$ cat config.mk
export PLATFORM = sky130hd
export DESIGN_NAME = cci_top
export DESIGN_NICKNAME = d
export VERILOG_FILES = /design/src/shared/cci_pkg.sv /design/src/shared/cci_irq_if.sv /design/src/rtl/cci_irq_pin.sv /design/src/rtl/cci_top.sv
export SDC_FILE = /design/constraint.sdc
export NUM_CORES = 1
export LEC_CHECK = 0
export BUFFER_PORTS_ARGS = -buffer_cell sky130_fd_sc_hd__buf_2
export CAP_MARGIN = 40
export CORE_MARGIN = 10
export CORE_UTILIZATION = 40
export CTS_CLUSTER_SIZE = 14
export DETAILED_ROUTE_END_ITERATION = 16
export HOLD_SLACK_MARGIN = 0.03
export RECOVER_POWER = 100
export SYNTH_ARGS = -nofsm -noshare
export SYNTH_HDL_FRONTEND = slang
export SYNTH_HIERARCHICAL = 1
export SYNTH_SLANG_ARGS = --single-unit
$ cat constraint.sdc
create_clock -name clk_i -period 5.7 [get_ports clk_i]
set_input_delay 0 -clock clk_i [delete_from_list [all_inputs] [get_ports clk_i]]
set_output_delay 0 -clock clk_i [all_outputs]
set_load 0.005 [all_outputs]
$ cat src/shared/cci_pkg.sv
/*
 * Constants shared by the core configuration and interrupt-enable logic:
 * register offsets, field positions, reset values and timing counts.
 * Assumes the system clock runs at 100 MHz.
 */
package cci_pkg;

    ////////////////////////////////////////////////////////////////////////////
    // Clock rates and derived counts.
    localparam int unsigned CLK_HZ          = 100_000_000;
    localparam int unsigned OSC_HZ          = 1_000_000;
    localparam int unsigned OSC_DIV         = CLK_HZ / OSC_HZ;
    localparam int unsigned CORE_HZ_SEL0    = 50_000;
    localparam int unsigned CORE_HZ_SEL1    = 100_000;
    localparam int unsigned CORE_HZ_SEL2    = 200_000;
    localparam int unsigned CORE_HZ_SEL3    = 500_000;
    localparam int unsigned CORE_DIV_SEL0   = OSC_HZ / CORE_HZ_SEL0;
    localparam int unsigned CORE_DIV_SEL1   = OSC_HZ / CORE_HZ_SEL1;
    localparam int unsigned CORE_DIV_SEL2   = OSC_HZ / CORE_HZ_SEL2;
    localparam int unsigned CORE_DIV_SEL3   = OSC_HZ / CORE_HZ_SEL3;
    localparam int unsigned OSC_CNT_W       = 7;
    localparam int unsigned CORE_CNT_W      = 5;

    // Release time of the interrupt pin in retry mode, in microseconds.
    localparam int unsigned RETRY_GAP_US     = 50;
    localparam int unsigned RETRY_GAP_CYCLES = (RETRY_GAP_US * (CLK_HZ / 1_000_000));
    localparam int unsigned GAP_CNT_W        = 16;

    ////////////////////////////////////////////////////////////////////////////
    // Register map.
    localparam logic [7:0] ADDR_GLOBAL_SETUP    = 8'h3B;
    localparam logic [7:0] ADDR_IRQ_ENABLE_MASK = 8'h3C;
    localparam logic [7:0] RST_GLOBAL_SETUP     = 8'h00;
    localparam logic [7:0] RST_IRQ_ENABLE_MASK  = 8'h00;
    localparam logic [7:0] UNMAPPED_READ        = 8'h00;

    // Field positions of global_setup.
    localparam int unsigned GS_OSC_ON_BIT     = 7;
    localparam int unsigned GS_CLK_SEL_HI     = 6;
    localparam int unsigned GS_CLK_SEL_LO     = 5;
    localparam int unsigned GS_RETRY_BIT      = 1;
    localparam int unsigned GS_RST_IGNORE_BIT = 0;
    localparam logic [7:0]  GS_WRITE_MASK     = 8'hE3;

    // Field positions of irq_enable_mask.
    localparam int unsigned IE_LOGIC_BIT    = 4;
    localparam int unsigned IE_OVERFLOW_BIT = 2;
    localparam int unsigned IE_INPUT_BIT    = 1;
    localparam int unsigned IE_EVENT_BIT    = 0;
    localparam logic [7:0]  IE_WRITE_MASK   = 8'h17;

    // Core clock select codes.
    localparam logic [1:0] CLK_SEL_50K  = 2'h0;
    localparam logic [1:0] CLK_SEL_100K = 2'h1;
    localparam logic [1:0] CLK_SEL_200K = 2'h2;
    localparam logic [1:0] CLK_SEL_500K = 2'h3;

    // Interrupt pin states.
    typedef enum logic [2:0] {
        PIN_IDLE   = 3'h1,
        PIN_ASSERT = 3'h2,
        PIN_GAP    = 3'h4
    } cci_pin_state_e;

endpackage

$ cat src/shared/cci_irq_if.sv
/*
 * Carrier between the configuration core and the interrupt pin sequencer.
 * Assumes both ends run on the same clock.
 */
`timescale 1ns/1ps
interface cci_irq_if;
    logic pending;     // Any enabled source flag set.
    logic clear_req;   // Software attempt to clear the pin.
    logic retry_mode;  // Release for the gap time when cleared while pending.
    logic pin_drive;   // Interrupt pin pulled low.
    logic in_gap;      // Pin released for the retry gap.

    modport core (
        output pending,
        output clear_req,
        output retry_mode,
        input  pin_drive,
        input  in_gap
    );

    modport pin (
        input  pending,
        input  clear_req,
        input  retry_mode,
        output pin_drive,
        output in_gap
    );
endinterface

$ cat src/rtl/cci_irq_pin.sv
/*
 * Interrupt pin sequencer: asserts the pin while an enabled source is pending
 * and handles a clear attempt made while something is still pending.
 * Assumes pending and clear_req come from logic on the same clock.
 */
`timescale 1ns/1ps
module cci_irq_pin #(
    parameter int unsigned GAP_CYCLES = cci_pkg::RETRY_GAP_CYCLES  // Retry release length.
) (
    input  wire logic clk_i,   // System clock.
    input  wire logic nrst_i,  // Asynchronous reset, active low.
    input  wire logic srst_i,  // Synchronous device reset.
    cci_irq_if.pin    irq      // Pending, clear and pin drive.
);

    typedef struct packed {
        cci_pkg::cci_pin_state_e                state;
        logic [cci_pkg::GAP_CNT_W-1:0]          gap_cnt;
    } cci_pin_s;

    localparam logic [cci_pkg::GAP_CNT_W-1:0] GAP_LAST = cci_pkg::GAP_CNT_W'(GAP_CYCLES - 1);

    cci_pin_s st_reg;
    cci_pin_s st_next;

    ////////////////////////////////////////////////////////////////////////////
    always_comb begin
        st_next = st_reg;
        case (st_reg.state)
            cci_pkg::PIN_IDLE: begin
                if (irq.pending) begin
                    st_next.state = cci_pkg::PIN_ASSERT;
                end
            end
            cci_pkg::PIN_ASSERT: begin
                if (!irq.pending) begin
                    st_next.state = cci_pkg::PIN_IDLE;
                end else if (irq.clear_req && irq.retry_mode) begin
                    st_next.state   = cci_pkg::PIN_GAP;
                    st_next.gap_cnt = '0;
                end
                // With retry mode off a clear leaves the pin asserted.
            end
            cci_pkg::PIN_GAP: begin
                if (st_reg.gap_cnt == GAP_LAST) begin
                    st_next.gap_cnt = '0;
                    st_next.state   = irq.pending ? cci_pkg::PIN_ASSERT : cci_pkg::PIN_IDLE;
                end else begin
                    st_next.gap_cnt = st_reg.gap_cnt + 1'b1;
                end
            end
            default: begin
                st_next.state   = cci_pkg::PIN_IDLE;
                st_next.gap_cnt = '0;
            end
        endcase
        if (srst_i) begin
            st_next.state   = cci_pkg::PIN_IDLE;
            st_next.gap_cnt = '0;
        end
    end

    always_ff @(posedge clk_i or negedge nrst_i) begin
        if (!nrst_i) begin
            st_reg.state   <= cci_pkg::PIN_IDLE;
            st_reg.gap_cnt <= '0;
        end else begin
            st_reg <= st_next;
        end
    end

    assign irq.pin_drive = (st_reg.state == cci_pkg::PIN_ASSERT);
    assign irq.in_gap    = (st_reg.state == cci_pkg::PIN_GAP);

endmodule

$ cat src/rtl/cci_top.sv
/*
 * Core configuration and interrupt-enable logic of a keypad and I/O expander.
 * Holds the global setup and interrupt enable registers, makes the 1 MHz
 * oscillator tick and the divided core clock tick, gates the reset pin and
 * drives the open-drain interrupt pin through the pin sequencer.
 * Assumes register accesses come from the serial interface engine on the same
 * clock, and that the source flags and clear attempts come from logic on the
 * same clock. The reset pin is asynchronous and is synchronised here.
 */
`timescale 1ns/1ps

////////////////////////////////////////////////////////////////////////////////
module cci_top #(
    parameter int unsigned RETRY_GAP_CYCLES = cci_pkg::RETRY_GAP_CYCLES  // Retry release length.
) (
    input  wire logic       clk_i,              // System clock, 100 MHz.
    input  wire logic       nrst_i,             // Asynchronous reset, active low.
    input  wire logic       rst_pin_n_i,        // External reset pin, active low.
    input  wire logic [7:0] reg_addr_i,         // Register address.
    input  wire logic       reg_wr_i,           // Write strobe.
    input  wire logic [7:0] reg_wdata_i,        // Write data.
    input  wire logic       reg_rd_i,           // Read strobe.
    output logic      [7:0] reg_rdata_o,        // Read data, one cycle after strobe.
    output logic            reg_rvalid_o,       // Read data valid pulse.
    input  wire logic       logic_irq_flag_i,   // Logic block interrupt flag.
    input  wire logic       overflow_irq_flag_i, // FIFO overflow flag.
    input  wire logic       input_change_flag_i, // General input change flag.
    input  wire logic       event_irq_flag_i,   // Key event flag.
    input  wire logic       irq_clear_i,        // Software clear attempt pulse.
    output logic            osc_tick_o,         // 1 MHz oscillator tick.
    output logic            core_tick_o,        // Core clock tick for scan timing.
    output logic            device_reset_o,     // Device reset from reset pin.
    output logic            irq_pending_o,      // Any enabled source pending.
    output logic            int_o,              // Interrupt pin output level.
    output logic            int_oe_n_o          // Interrupt pin enable, low drives.
);

    ////////////////////////////////////////////////////////////////////////////
    // State.

    typedef struct packed {
        logic [1:0]                       rst_sync;
        logic                             dev_rst;
        logic [cci_pkg::OSC_CNT_W-1:0]    osc_cnt;
        logic                             osc_tick;
        logic [cci_pkg::CORE_CNT_W-1:0]   core_cnt;
        logic                             core_tick;
        logic [7:0]                       global_setup;
        logic [7:0]                       irq_enable_mask;
        logic [7:0]                       rdata;
        logic                             rvalid;
    } cci_core_s;

    cci_core_s st_reg;
    cci_core_s st_next;

    cci_irq_if irq_bus ();

    localparam logic [cci_pkg::OSC_CNT_W-1:0] OSC_LAST = cci_pkg::OSC_CNT_W'(cci_pkg::OSC_DIV - 1);

    ////////////////////////////////////////////////////////////////////////////
    // Decoding.

    // Last count of the core divider for a select code.
    function automatic logic [cci_pkg::CORE_CNT_W-1:0] core_last(input logic [1:0] sel);
        logic [cci_pkg::CORE_CNT_W-1:0] res;
        res = '0;
        case (sel)
            cci_pkg::CLK_SEL_50K:  res = cci_pkg::CORE_CNT_W'(cci_pkg::CORE_DIV_SEL0 - 1);
            cci_pkg::CLK_SEL_100K: res = cci_pkg::CORE_CNT_W'(cci_pkg::CORE_DIV_SEL1 - 1);
            cci_pkg::CLK_SEL_200K: res = cci_pkg::CORE_CNT_W'(cci_pkg::CORE_DIV_SEL2 - 1);
            cci_pkg::CLK_SEL_500K: res = cci_pkg::CORE_CNT_W'(cci_pkg::CORE_DIV_SEL3 - 1);
            default:               res = cci_pkg::CORE_CNT_W'(cci_pkg::CORE_DIV_SEL0 - 1);
        endcase
        return res;
    endfunction

    // Read value of a register address; unmapped addresses read zero.
    function automatic logic [7:0] reg_read(input logic [7:0] addr, input logic [7:0] gs, input logic [7:0] ie);
        logic [7:0] res;
        res = cci_pkg::UNMAPPED_READ;
        case (addr)
            cci_pkg::ADDR_GLOBAL_SETUP:    res = gs;
            cci_pkg::ADDR_IRQ_ENABLE_MASK: res = ie;
            default:                       res = cci_pkg::UNMAPPED_READ;
        endcase
        return res;
    endfunction

    ////////////////////////////////////////////////////////////////////////////
    // Field views.

    logic       oscillator_on;
    logic [1:0] core_clock_select;
    logic       retry_mode;
    logic       rst_ignore;
    logic [3:0] src_flags;
    logic [3:0] src_enables;
    logic [3:0] src_active;

    assign oscillator_on     = st_reg.global_setup[cci_pkg::GS_OSC_ON_BIT];
    assign core_clock_select = st_reg.global_setup[cci_pkg::GS_CLK_SEL_HI:cci_pkg::GS_CLK_SEL_LO];
    assign retry_mode        = st_reg.global_setup[cci_pkg::GS_RETRY_BIT];
    assign rst_ignore        = st_reg.global_setup[cci_pkg::GS_RST_IGNORE_BIT];

    assign src_flags = {logic_irq_flag_i, overflow_irq_flag_i, input_change_flag_i, event_irq_flag_i};
    assign src_enables = {st_reg.irq_enable_mask[cci_pkg::IE_LOGIC_BIT],
                          st_reg.irq_enable_mask[cci_pkg::IE_OVERFLOW_BIT],
                          st_reg.irq_enable_mask[cci_pkg::IE_INPUT_BIT],
                          st_reg.irq_enable_mask[cci_pkg::IE_EVENT_BIT]};

    // Each source reaches the pin only through its own enable bit.
    genvar gi;
    generate
        for (gi = 0; gi < 4; gi++) begin : g_src
            assign src_active[gi] = src_flags[gi] & src_enables[gi];
        end
    endgenerate

    ////////////////////////////////////////////////////////////////////////////
    // Next state.

    always_comb begin
        st_next = st_reg;

        // The first synchroniser stage feeds only the second.
        st_next.rst_sync = {st_reg.rst_sync[0], rst_pin_n_i};
        st_next.dev_rst  = !st_reg.rst_sync[1] && !rst_ignore;

        // Oscillator tick; the counter clears while the oscillator is off.
        st_next.osc_tick = 1'b0;
        if (oscillator_on) begin
            if (st_reg.osc_cnt >= OSC_LAST) begin
                st_next.osc_cnt  = '0;
                st_next.osc_tick = 1'b1;
            end else begin
                st_next.osc_cnt = st_reg.osc_cnt + 1'b1;
            end
        end else begin
            st_next.osc_cnt = '0;
        end

        // Core tick divided from the oscillator tick.
        st_next.core_tick = 1'b0;
        if (!oscillator_on) begin
            st_next.core_cnt = '0;
        end else if (st_reg.osc_tick) begin
            if (st_reg.core_cnt >= core_last(core_clock_select)) begin
                st_next.core_cnt  = '0;
                st_next.core_tick = 1'b1;
            end else begin
                st_next.core_cnt = st_reg.core_cnt + 1'b1;
            end
        end

        // Register writes; reserved bits stay zero.
        if (reg_wr_i) begin
            case (reg_addr_i)
                cci_pkg::ADDR_GLOBAL_SETUP: begin
                    st_next.global_setup = reg_wdata_i & cci_pkg::GS_WRITE_MASK;
                end
                cci_pkg::ADDR_IRQ_ENABLE_MASK: begin
                    st_next.irq_enable_mask = reg_wdata_i & cci_pkg::IE_WRITE_MASK;
                end
                default: begin
                    st_next.global_setup = st_reg.global_setup;
                end
            endcase
        end

        // Register reads answer one cycle after the strobe.
        st_next.rvalid = reg_rd_i;
        st_next.rdata  = reg_rd_i ? reg_read(reg_addr_i, st_reg.global_setup, st_reg.irq_enable_mask)
                                  : st_reg.rdata;

        // A device reset from the pin restores both registers and the dividers.
        if (st_reg.dev_rst) begin
            st_next.global_setup    = cci_pkg::RST_GLOBAL_SETUP;
            st_next.irq_enable_mask = cci_pkg::RST_IRQ_ENABLE_MASK;
            st_next.osc_cnt         = '0;
            st_next.osc_tick        = 1'b0;
            st_next.core_cnt        = '0;
            st_next.core_tick       = 1'b0;
        end
    end

    ////////////////////////////////////////////////////////////////////////////
    // Registers.

    always_ff @(posedge clk_i or negedge nrst_i) begin
        if (!nrst_i) begin
            st_reg.rst_sync        <= 2'h3;
            st_reg.dev_rst         <= 1'b0;
            st_reg.osc_cnt         <= '0;
            st_reg.osc_tick        <= 1'b0;
            st_reg.core_cnt        <= '0;
            st_reg.core_tick       <= 1'b0;
            st_reg.global_setup    <= cci_pkg::RST_GLOBAL_SETUP;
            st_reg.irq_enable_mask <= cci_pkg::RST_IRQ_ENABLE_MASK;
            st_reg.rdata           <= 8'h00;
            st_reg.rvalid          <= 1'b0;
        end else begin
            st_reg <= st_next;
        end
    end

    ////////////////////////////////////////////////////////////////////////////
    // Interrupt pin.

    assign irq_bus.pending    = |src_active;
    assign irq_bus.clear_req  = irq_clear_i;
    assign irq_bus.retry_mode = retry_mode;

    cci_irq_pin #(
        .GAP_CYCLES (RETRY_GAP_CYCLES)
    ) u_irq_pin (
        .clk_i  (clk_i),
        .nrst_i (nrst_i),
        .srst_i (st_reg.dev_rst),
        .irq    (irq_bus.pin)
    );

    ////////////////////////////////////////////////////////////////////////////
    // Outputs.

    assign reg_rdata_o    = st_reg.rdata;
    assign reg_rvalid_o   = st_reg.rvalid;
    assign osc_tick_o     = st_reg.osc_tick;
    assign core_tick_o    = st_reg.core_tick;
    assign device_reset_o = st_reg.dev_rst;
    assign irq_pending_o  = irq_bus.pending;
    assign int_o          = 1'b0;
    assign int_oe_n_o     = !irq_bus.pin_drive;

endmodule

==> impl_metrics.tcl, run 1 <==
set metrics [dict create \
    netlist_area_mm2 0.00287 \
    largest_register_ffs 19 \
    h-tree-depth 2 \
    num_io_pins 41 \
    final_max_slew_viol_count 54 \
    ys_async_sr_fraction_pct 100 \
    drc 0 \
    r2r_cells 6 \
    r2r_start "u_irq_pin/st_reg[0]" \
    power.density_mw_per_mm2 212 \
    vias 2255 \
    syn-instance-count 284 \
    setup_tns_ns 0 \
    area_delta_synth_final_pct 11.3 \
    fin_crit_sh_pct 51.0 \
    finalHoldViolCount 0 \
    seq_area_frac_synth_pct 46.3 \
    hold_depth 3 \
    num_antenna_cells 0 \
    clk_latency_ns 0.31 \
    finalPower_uw 678 \
    synth-seq-cells 53 \
    peakVddDrop_mv 0.110 \
    wl_per_cell_um 14.5 \
    max_slew_margin_pct -93.2 \
    cts_made_buffers 5 \
    port_buffers 37 \
    r2r_end "u_irq_pin/st_reg[5]" \
    rsz0062_at_grt "false" \
    grt_max_degree 54 \
    place_congestion 0.808 \
    drive_gt1_share_pct 14.2 \
    dpl_worst_slack_ns 3.55 \
    worstSetupPathType "in -> async" \
    crit_path_end_kind "asynchronous set/reset pin" \
    hold_path_class "in -> reg" \
    hpwl_um 4240 \
    ctsHoldBuffers 11 \
    grt_overflow 0 \
    chipHeight_um 105 \
    first_global_vias 2177 \
    ys_types 56 \
    start_util_pct 41.8 \
    tritoncts "built" \
    cts.path.max_buffers 2 \
    setup_ws_ns 2.79 \
    rrSetupSlack_ns 3.27 \
    maxCapViolations 1 \
    core_mm2 0.00687 \
    yosys_warnings 6 \
    violations "capacitance limit, slew limit" \
    startpoint "nrst_i" \
    syn_area_per_cell_um2 10.1 \
    die_area_mm2 0.0110 \
    dr.pass1.iters 4 \
    synth_edf_count 0 \
    avgViaCountPerCell 5.37 \
    ant_nets 0 \
    worst_slew_pin_slew_ns 2.90 \
    initialDrtViolationCount 111 \
    final_nets 357 \
    track_usage_pct 10.9 \
    required_ns 5.49 \
    routed_wl_um 6080 \
    rows 30 \
    final_util_pct 46.5 \
    clock-skew-final_ns 0.00766 \
    synth_flop_cell "dfrtp_1" \
    clk_pin_slew_worst_paths_ns 0.10 \
    fmax_mhz 344 \
    die_w_um 105 \
    setup_viol 0 \
    grt_pass1_wl_um 10300 \
    status "complete, but fails checks" \
    arrival_ns 2.69 \
    post_cts.repair.setup_buffers 0 \
    min_period_ns 2.91 \
    antenna_found_initial 0 \
    p_leak_nw 1.34 \
    cp_max_fo 53 \
    cts_root_buf "clkbuf_8" \
    start_kind "primary input" \
    cts-resized-gates 0 \
    cts_sinks 53 \
    critPathCapture "osc_tick_o" \
]
## Yosys cell counts, types with 4 or more instances
master,instances,share of area [%]
o21ai_0,14,2.4
nor4_1,4,0.87
inv_1,10,1.3
a22o_1,6,1.8
a22oi_1,4,1.0
nor2b_1,5,1.1
buf_4,9,2.4
o211ai_1,6,1.6
xor2_1,4,1.2
nand3_1,16,2.8
dfrtp_1,50,44
a21oi_1,13,2.3
clkbuf_1,5,0.65
mux2i_1,9,3.1
ha_1,8,3.5
nor2_1,28,3.7
nand3b_1,4,1.0
o2111ai_1,4,1.2
nand2b_1,8,1.7
nand2_1,19,2.5
a31oi_1,7,1.5
or3_2,5,1.3
## worst max-delay path, cell delays in order
cell and delay, ns:
dlygate4sd3_1 0.52, buf_2 0.09, clkbuf_1 2.03
## final cells by class
| class | count | area (µm²) |
|---|---|---|
| fill | 664 | 3670 |
| timing repair buffer | 49 | 283 |
| multi-input combinational | 204 | 1310 |
| inverter | 10 | 37.5 |
| tap | 96 | 120 |
| sequential | 53 | 1330 |
| clock buffer | 6 | 82.6 |
| clock inverter | 2 | 37.5 |
## how the worst min path moves through the flow
stage	to	from	slack, ns
final	reg_rdata_o[4]	reg_addr_i[6]	0.12
after CTS	reg_rdata_o[4]	reg_addr_i[6]	0.15
after detailed placement	st_next[41]	rst_pin_n_i	0.11
after global routing	reg_rdata_o[2]	reg_addr_i[6]	0.12
after floorplan	core_clock_select[0]	nrst_i	-0.30
after global placement	st_next[41]	rst_pin_n_i	0.11
## report_power, final
group          switching (mW)  internal, mW
logic                  0.0168        0.0131
clock network           0.126         0.143
registers             0.00197         0.378
total                   0.144         0.534
## cells by family after synthesis
kind of cell | synth area share (%)
xor gates and xnor gates | 1.52
adders and majority gates | 3.49
and+or+nand+nor | 24.6
muxes | 3.14
buffers and inverters | 5.75
AOI/OAI and AO/OA | 15.1
DFF | 46.3
other | 0.131
## routing by layer
layer | up-vias | routed length [µm] | share of wire [%] | track usage, %
li1 | 1105 | - | - | -
met1 | 1091 | 3200 | 53 | 15.0
met2 | 52 | 2520 | 41 | 16.3
met3 | 7 | 280 | 4.6 | 2.52
met4 | 0 | 78 | 1.3 | 4.12
met5 | - | 0 | 0 | 0
## per-stage QoR
step	std cells	cell area [µm²]	hold WS, ns
after detailed placement	401	3060	0.107
after CTS	420	3290	0.152
after global placement	401	3060	0.107
after global routing	420	3200	0.123
after floorplan	285	2880	-0.296
final	420	3200	0.117
## cells in the final DEF (no fill, tap or decap), types with 2 or more instances in the layout
cell type,count
dfrtp_1,50
nor2_1,29
buf_2,24
nand2_1,19
nand3_1,16
o21ai_0,14
clkbuf_1,14
a21oi_1,13
dlygate4sd3_1,11
inv_1,10
mux2i_1,9
nand2b_1,8
nor4_1,8
ha_1,8
a31oi_1,7
a22o_1,6
o211ai_1,6
clkbuf_8,6
nor2b_1,5
or3_2,5
xor2_1,4
a22oi_1,4
nand3b_1,4
o2111ai_1,4
and3_1,3
nor4b_1,3
nand4_1,3
o311ai_0,2
or2_2,2
conb_1,2
dfstp_2,2
nor3_1,2
(Power assumes the default switching activity.)
==> inputs of run 2 (changes only) <==
- clock period: 5.7 -> 2.5 ns (I/O delays scaled with it)
==> run 2 against run 1 <==
  * The run now ends clean
  * Sequential share of layout area fell by 0.24 points
  * Critical path depth rose by 3
  * Die area stayed put
  * Non-clock buffer count up 3
  * First-iteration DRC count grew 36%
  * Clock power rose by 130%
  * Critical endpoint is now core_tick_o
==> impl_metrics.tcl, run 2 (synthesized netlist as in run 1, its figures left out) <==
set metrics [dict create \
    status "complete, no violations" \
    hold_path_class "in -> reg" \
    drive_gt1_share_pct 15.6 \
    grt_max_degree 35 \
    cts_made_buffers 5 \
    place_congestion 0.788 \
    area_delta_synth_final_pct 11.9 \
    ctsHoldBuffers 11 \
    peakVddDrop_mv 0.206 \
    wl_per_cell_um 14.6 \
    post_cts.repair.setup_buffers 0 \
    tritoncts "built" \
    r2r_end "core_tick_o" \
    ant_nets 0 \
    critPathCapture "core_tick_o" \
    grt_pass1_wl_um 10600 \
    largest_register_ffs 19 \
    rsz0062_at_grt "false" \
    max_slew_margin_pct 16.0 \
    port_buffers 37 \
    rrSetupSlack_ns 0.34 \
    dr.pass1.iters 4 \
    fmax_mhz 463 \
    antenna_found_initial 0 \
    num_antenna_cells 0 \
    start_kind "flip-flop" \
    clk_latency_ns 0.31 \
    cts.path.max_buffers 2 \
    final.fill_count 658 \
    initialDrtViolationCount 151 \
    final_max_slew_viol_count 0 \
    cts_sinks 53 \
    clock-skew-final_ns 0.00287 \
    h-tree-depth 2 \
    clk_pin_slew_worst_paths_ns 0.09 \
    die_w_um 105 \
    r2r_start "core_clock_select[0]" \
    cts_root_buf "clkbuf_8" \
    maxCapViolations 0 \
    layout_commonest_cell "dfrtp_1" \
    p_leak_nw 1.36 \
    chipHeight_um 105 \
    rows 30 \
    arrival_ns 2.37 \
    startpoint "core_clock_select[0]" \
    finalHoldViolCount 0 \
    power.density_mw_per_mm2 482 \
    track_usage_pct 11.3 \
    num_io_pins 41 \
    start_util_pct 41.8 \
    core_mm2 0.00687 \
    crit_path_end_kind "flip-flop" \
    required_ns 2.71 \
    cp_max_fo 7 \
    setup_tns_ns 0 \
    mostFrequentLayoutCells "50 x dfrtp_1, 29 x nor2_1, 27 x buf_2, 19 x nand2_1, 16 x nand3_1" \
    setup_viol 0 \
    die_area_mm2 0.0110 \
    vias 2274 \
    routed_wl_um 6160 \
    min_period_ns 2.16 \
    cts-resized-gates 0 \
    final_util_pct 46.8 \
    fin_crit_sh_pct 86.4 \
    final_nets 360 \
    worst_slew_pin_slew_ns 1.25 \
    first_global_vias 2174 \
    multiInputGateArea_mm2 0.00130 \
    avgViaCountPerCell 5.38 \
    grt_overflow 0 \
    hpwl_um 4320 \
    r2r_cells 6 \
    drc 0 \
    worstSetupPathType "reg -> reg" \
    regArea_mm2 0.00133 \
]
[run 2: critical path, cell delays in order (launching register included)]
cell     delay (ns)
dfrtp_1        0.43
or2_2          0.34
ha_1           0.19
a21o_1         0.17
a31oi_1        0.42
o21ai_0        0.27
and3_1         0.25
[run 2: per-layer routing]
layer	global-route usage, %	routed length [µm]	vias up
met3	3.44	372	9
met2	15.4	2480	71
li1	-	-	1108
met1	16.6	3240	1086
met5	0	0	-
met4	3.24	61	0
[run 2: area by class of cell]
| class | instances | area share [%] |
|---|---|---|
| Multi-Input combinational cell | 204 | 40.6 |
| Sequential cell | 53 | 41.4 |
| Inverter | 10 | 1.17 |
| Clock inverter | 1 | 0.934 |
| Clock buffer | 7 | 2.69 |
| Timing Repair Buffer | 52 | 9.54 |
| Tap cell | 96 | 3.74 |
[run 2: per-stage QoR]
stage	area (µm²)	worst slack (ns)	total power [mW]	hold WS, ns	std cells
floorplan	2880	0.570	0.902	-0.296	285
global placement	3080	0.470	0.948	-0.0193	404
detailed placement	3080	0.449	0.949	-0.0128	404
CTS	3310	0.427	1.58	0.164	423
global route	3210	0.227	1.61	0.118	423
finish	3210	0.341	1.55	0.119	423
[run 2: worst min-delay path by stage]
stage / from / to / slack [ns] / cells after the start
3_3_place_gp: nrst_i / reg_rdata_o[5] / -0.02 / 1
5_1_grt: reg_addr_i[6] / reg_rdata_o[4] / 0.12 / 3
4_1_cts: reg_addr_i[6] / reg_rdata_o[4] / 0.16 / 3
2_1_floorplan: nrst_i / core_clock_select[0] / -0.30 / 0
6_report: reg_addr_i[6] / reg_rdata_o[4] / 0.12 / 3
3_5_place_dp: nrst_i / reg_rdata_o[5] / -0.01 / 1
[run 2: report_power, final]
group,internal [mW],switching (mW),total [mW]
registers,0.861,0.00134,0.863
clock network,0.327,0.286,0.613
logic,0.0306,0.0420,0.0726
total,1.22,0.330,1.55
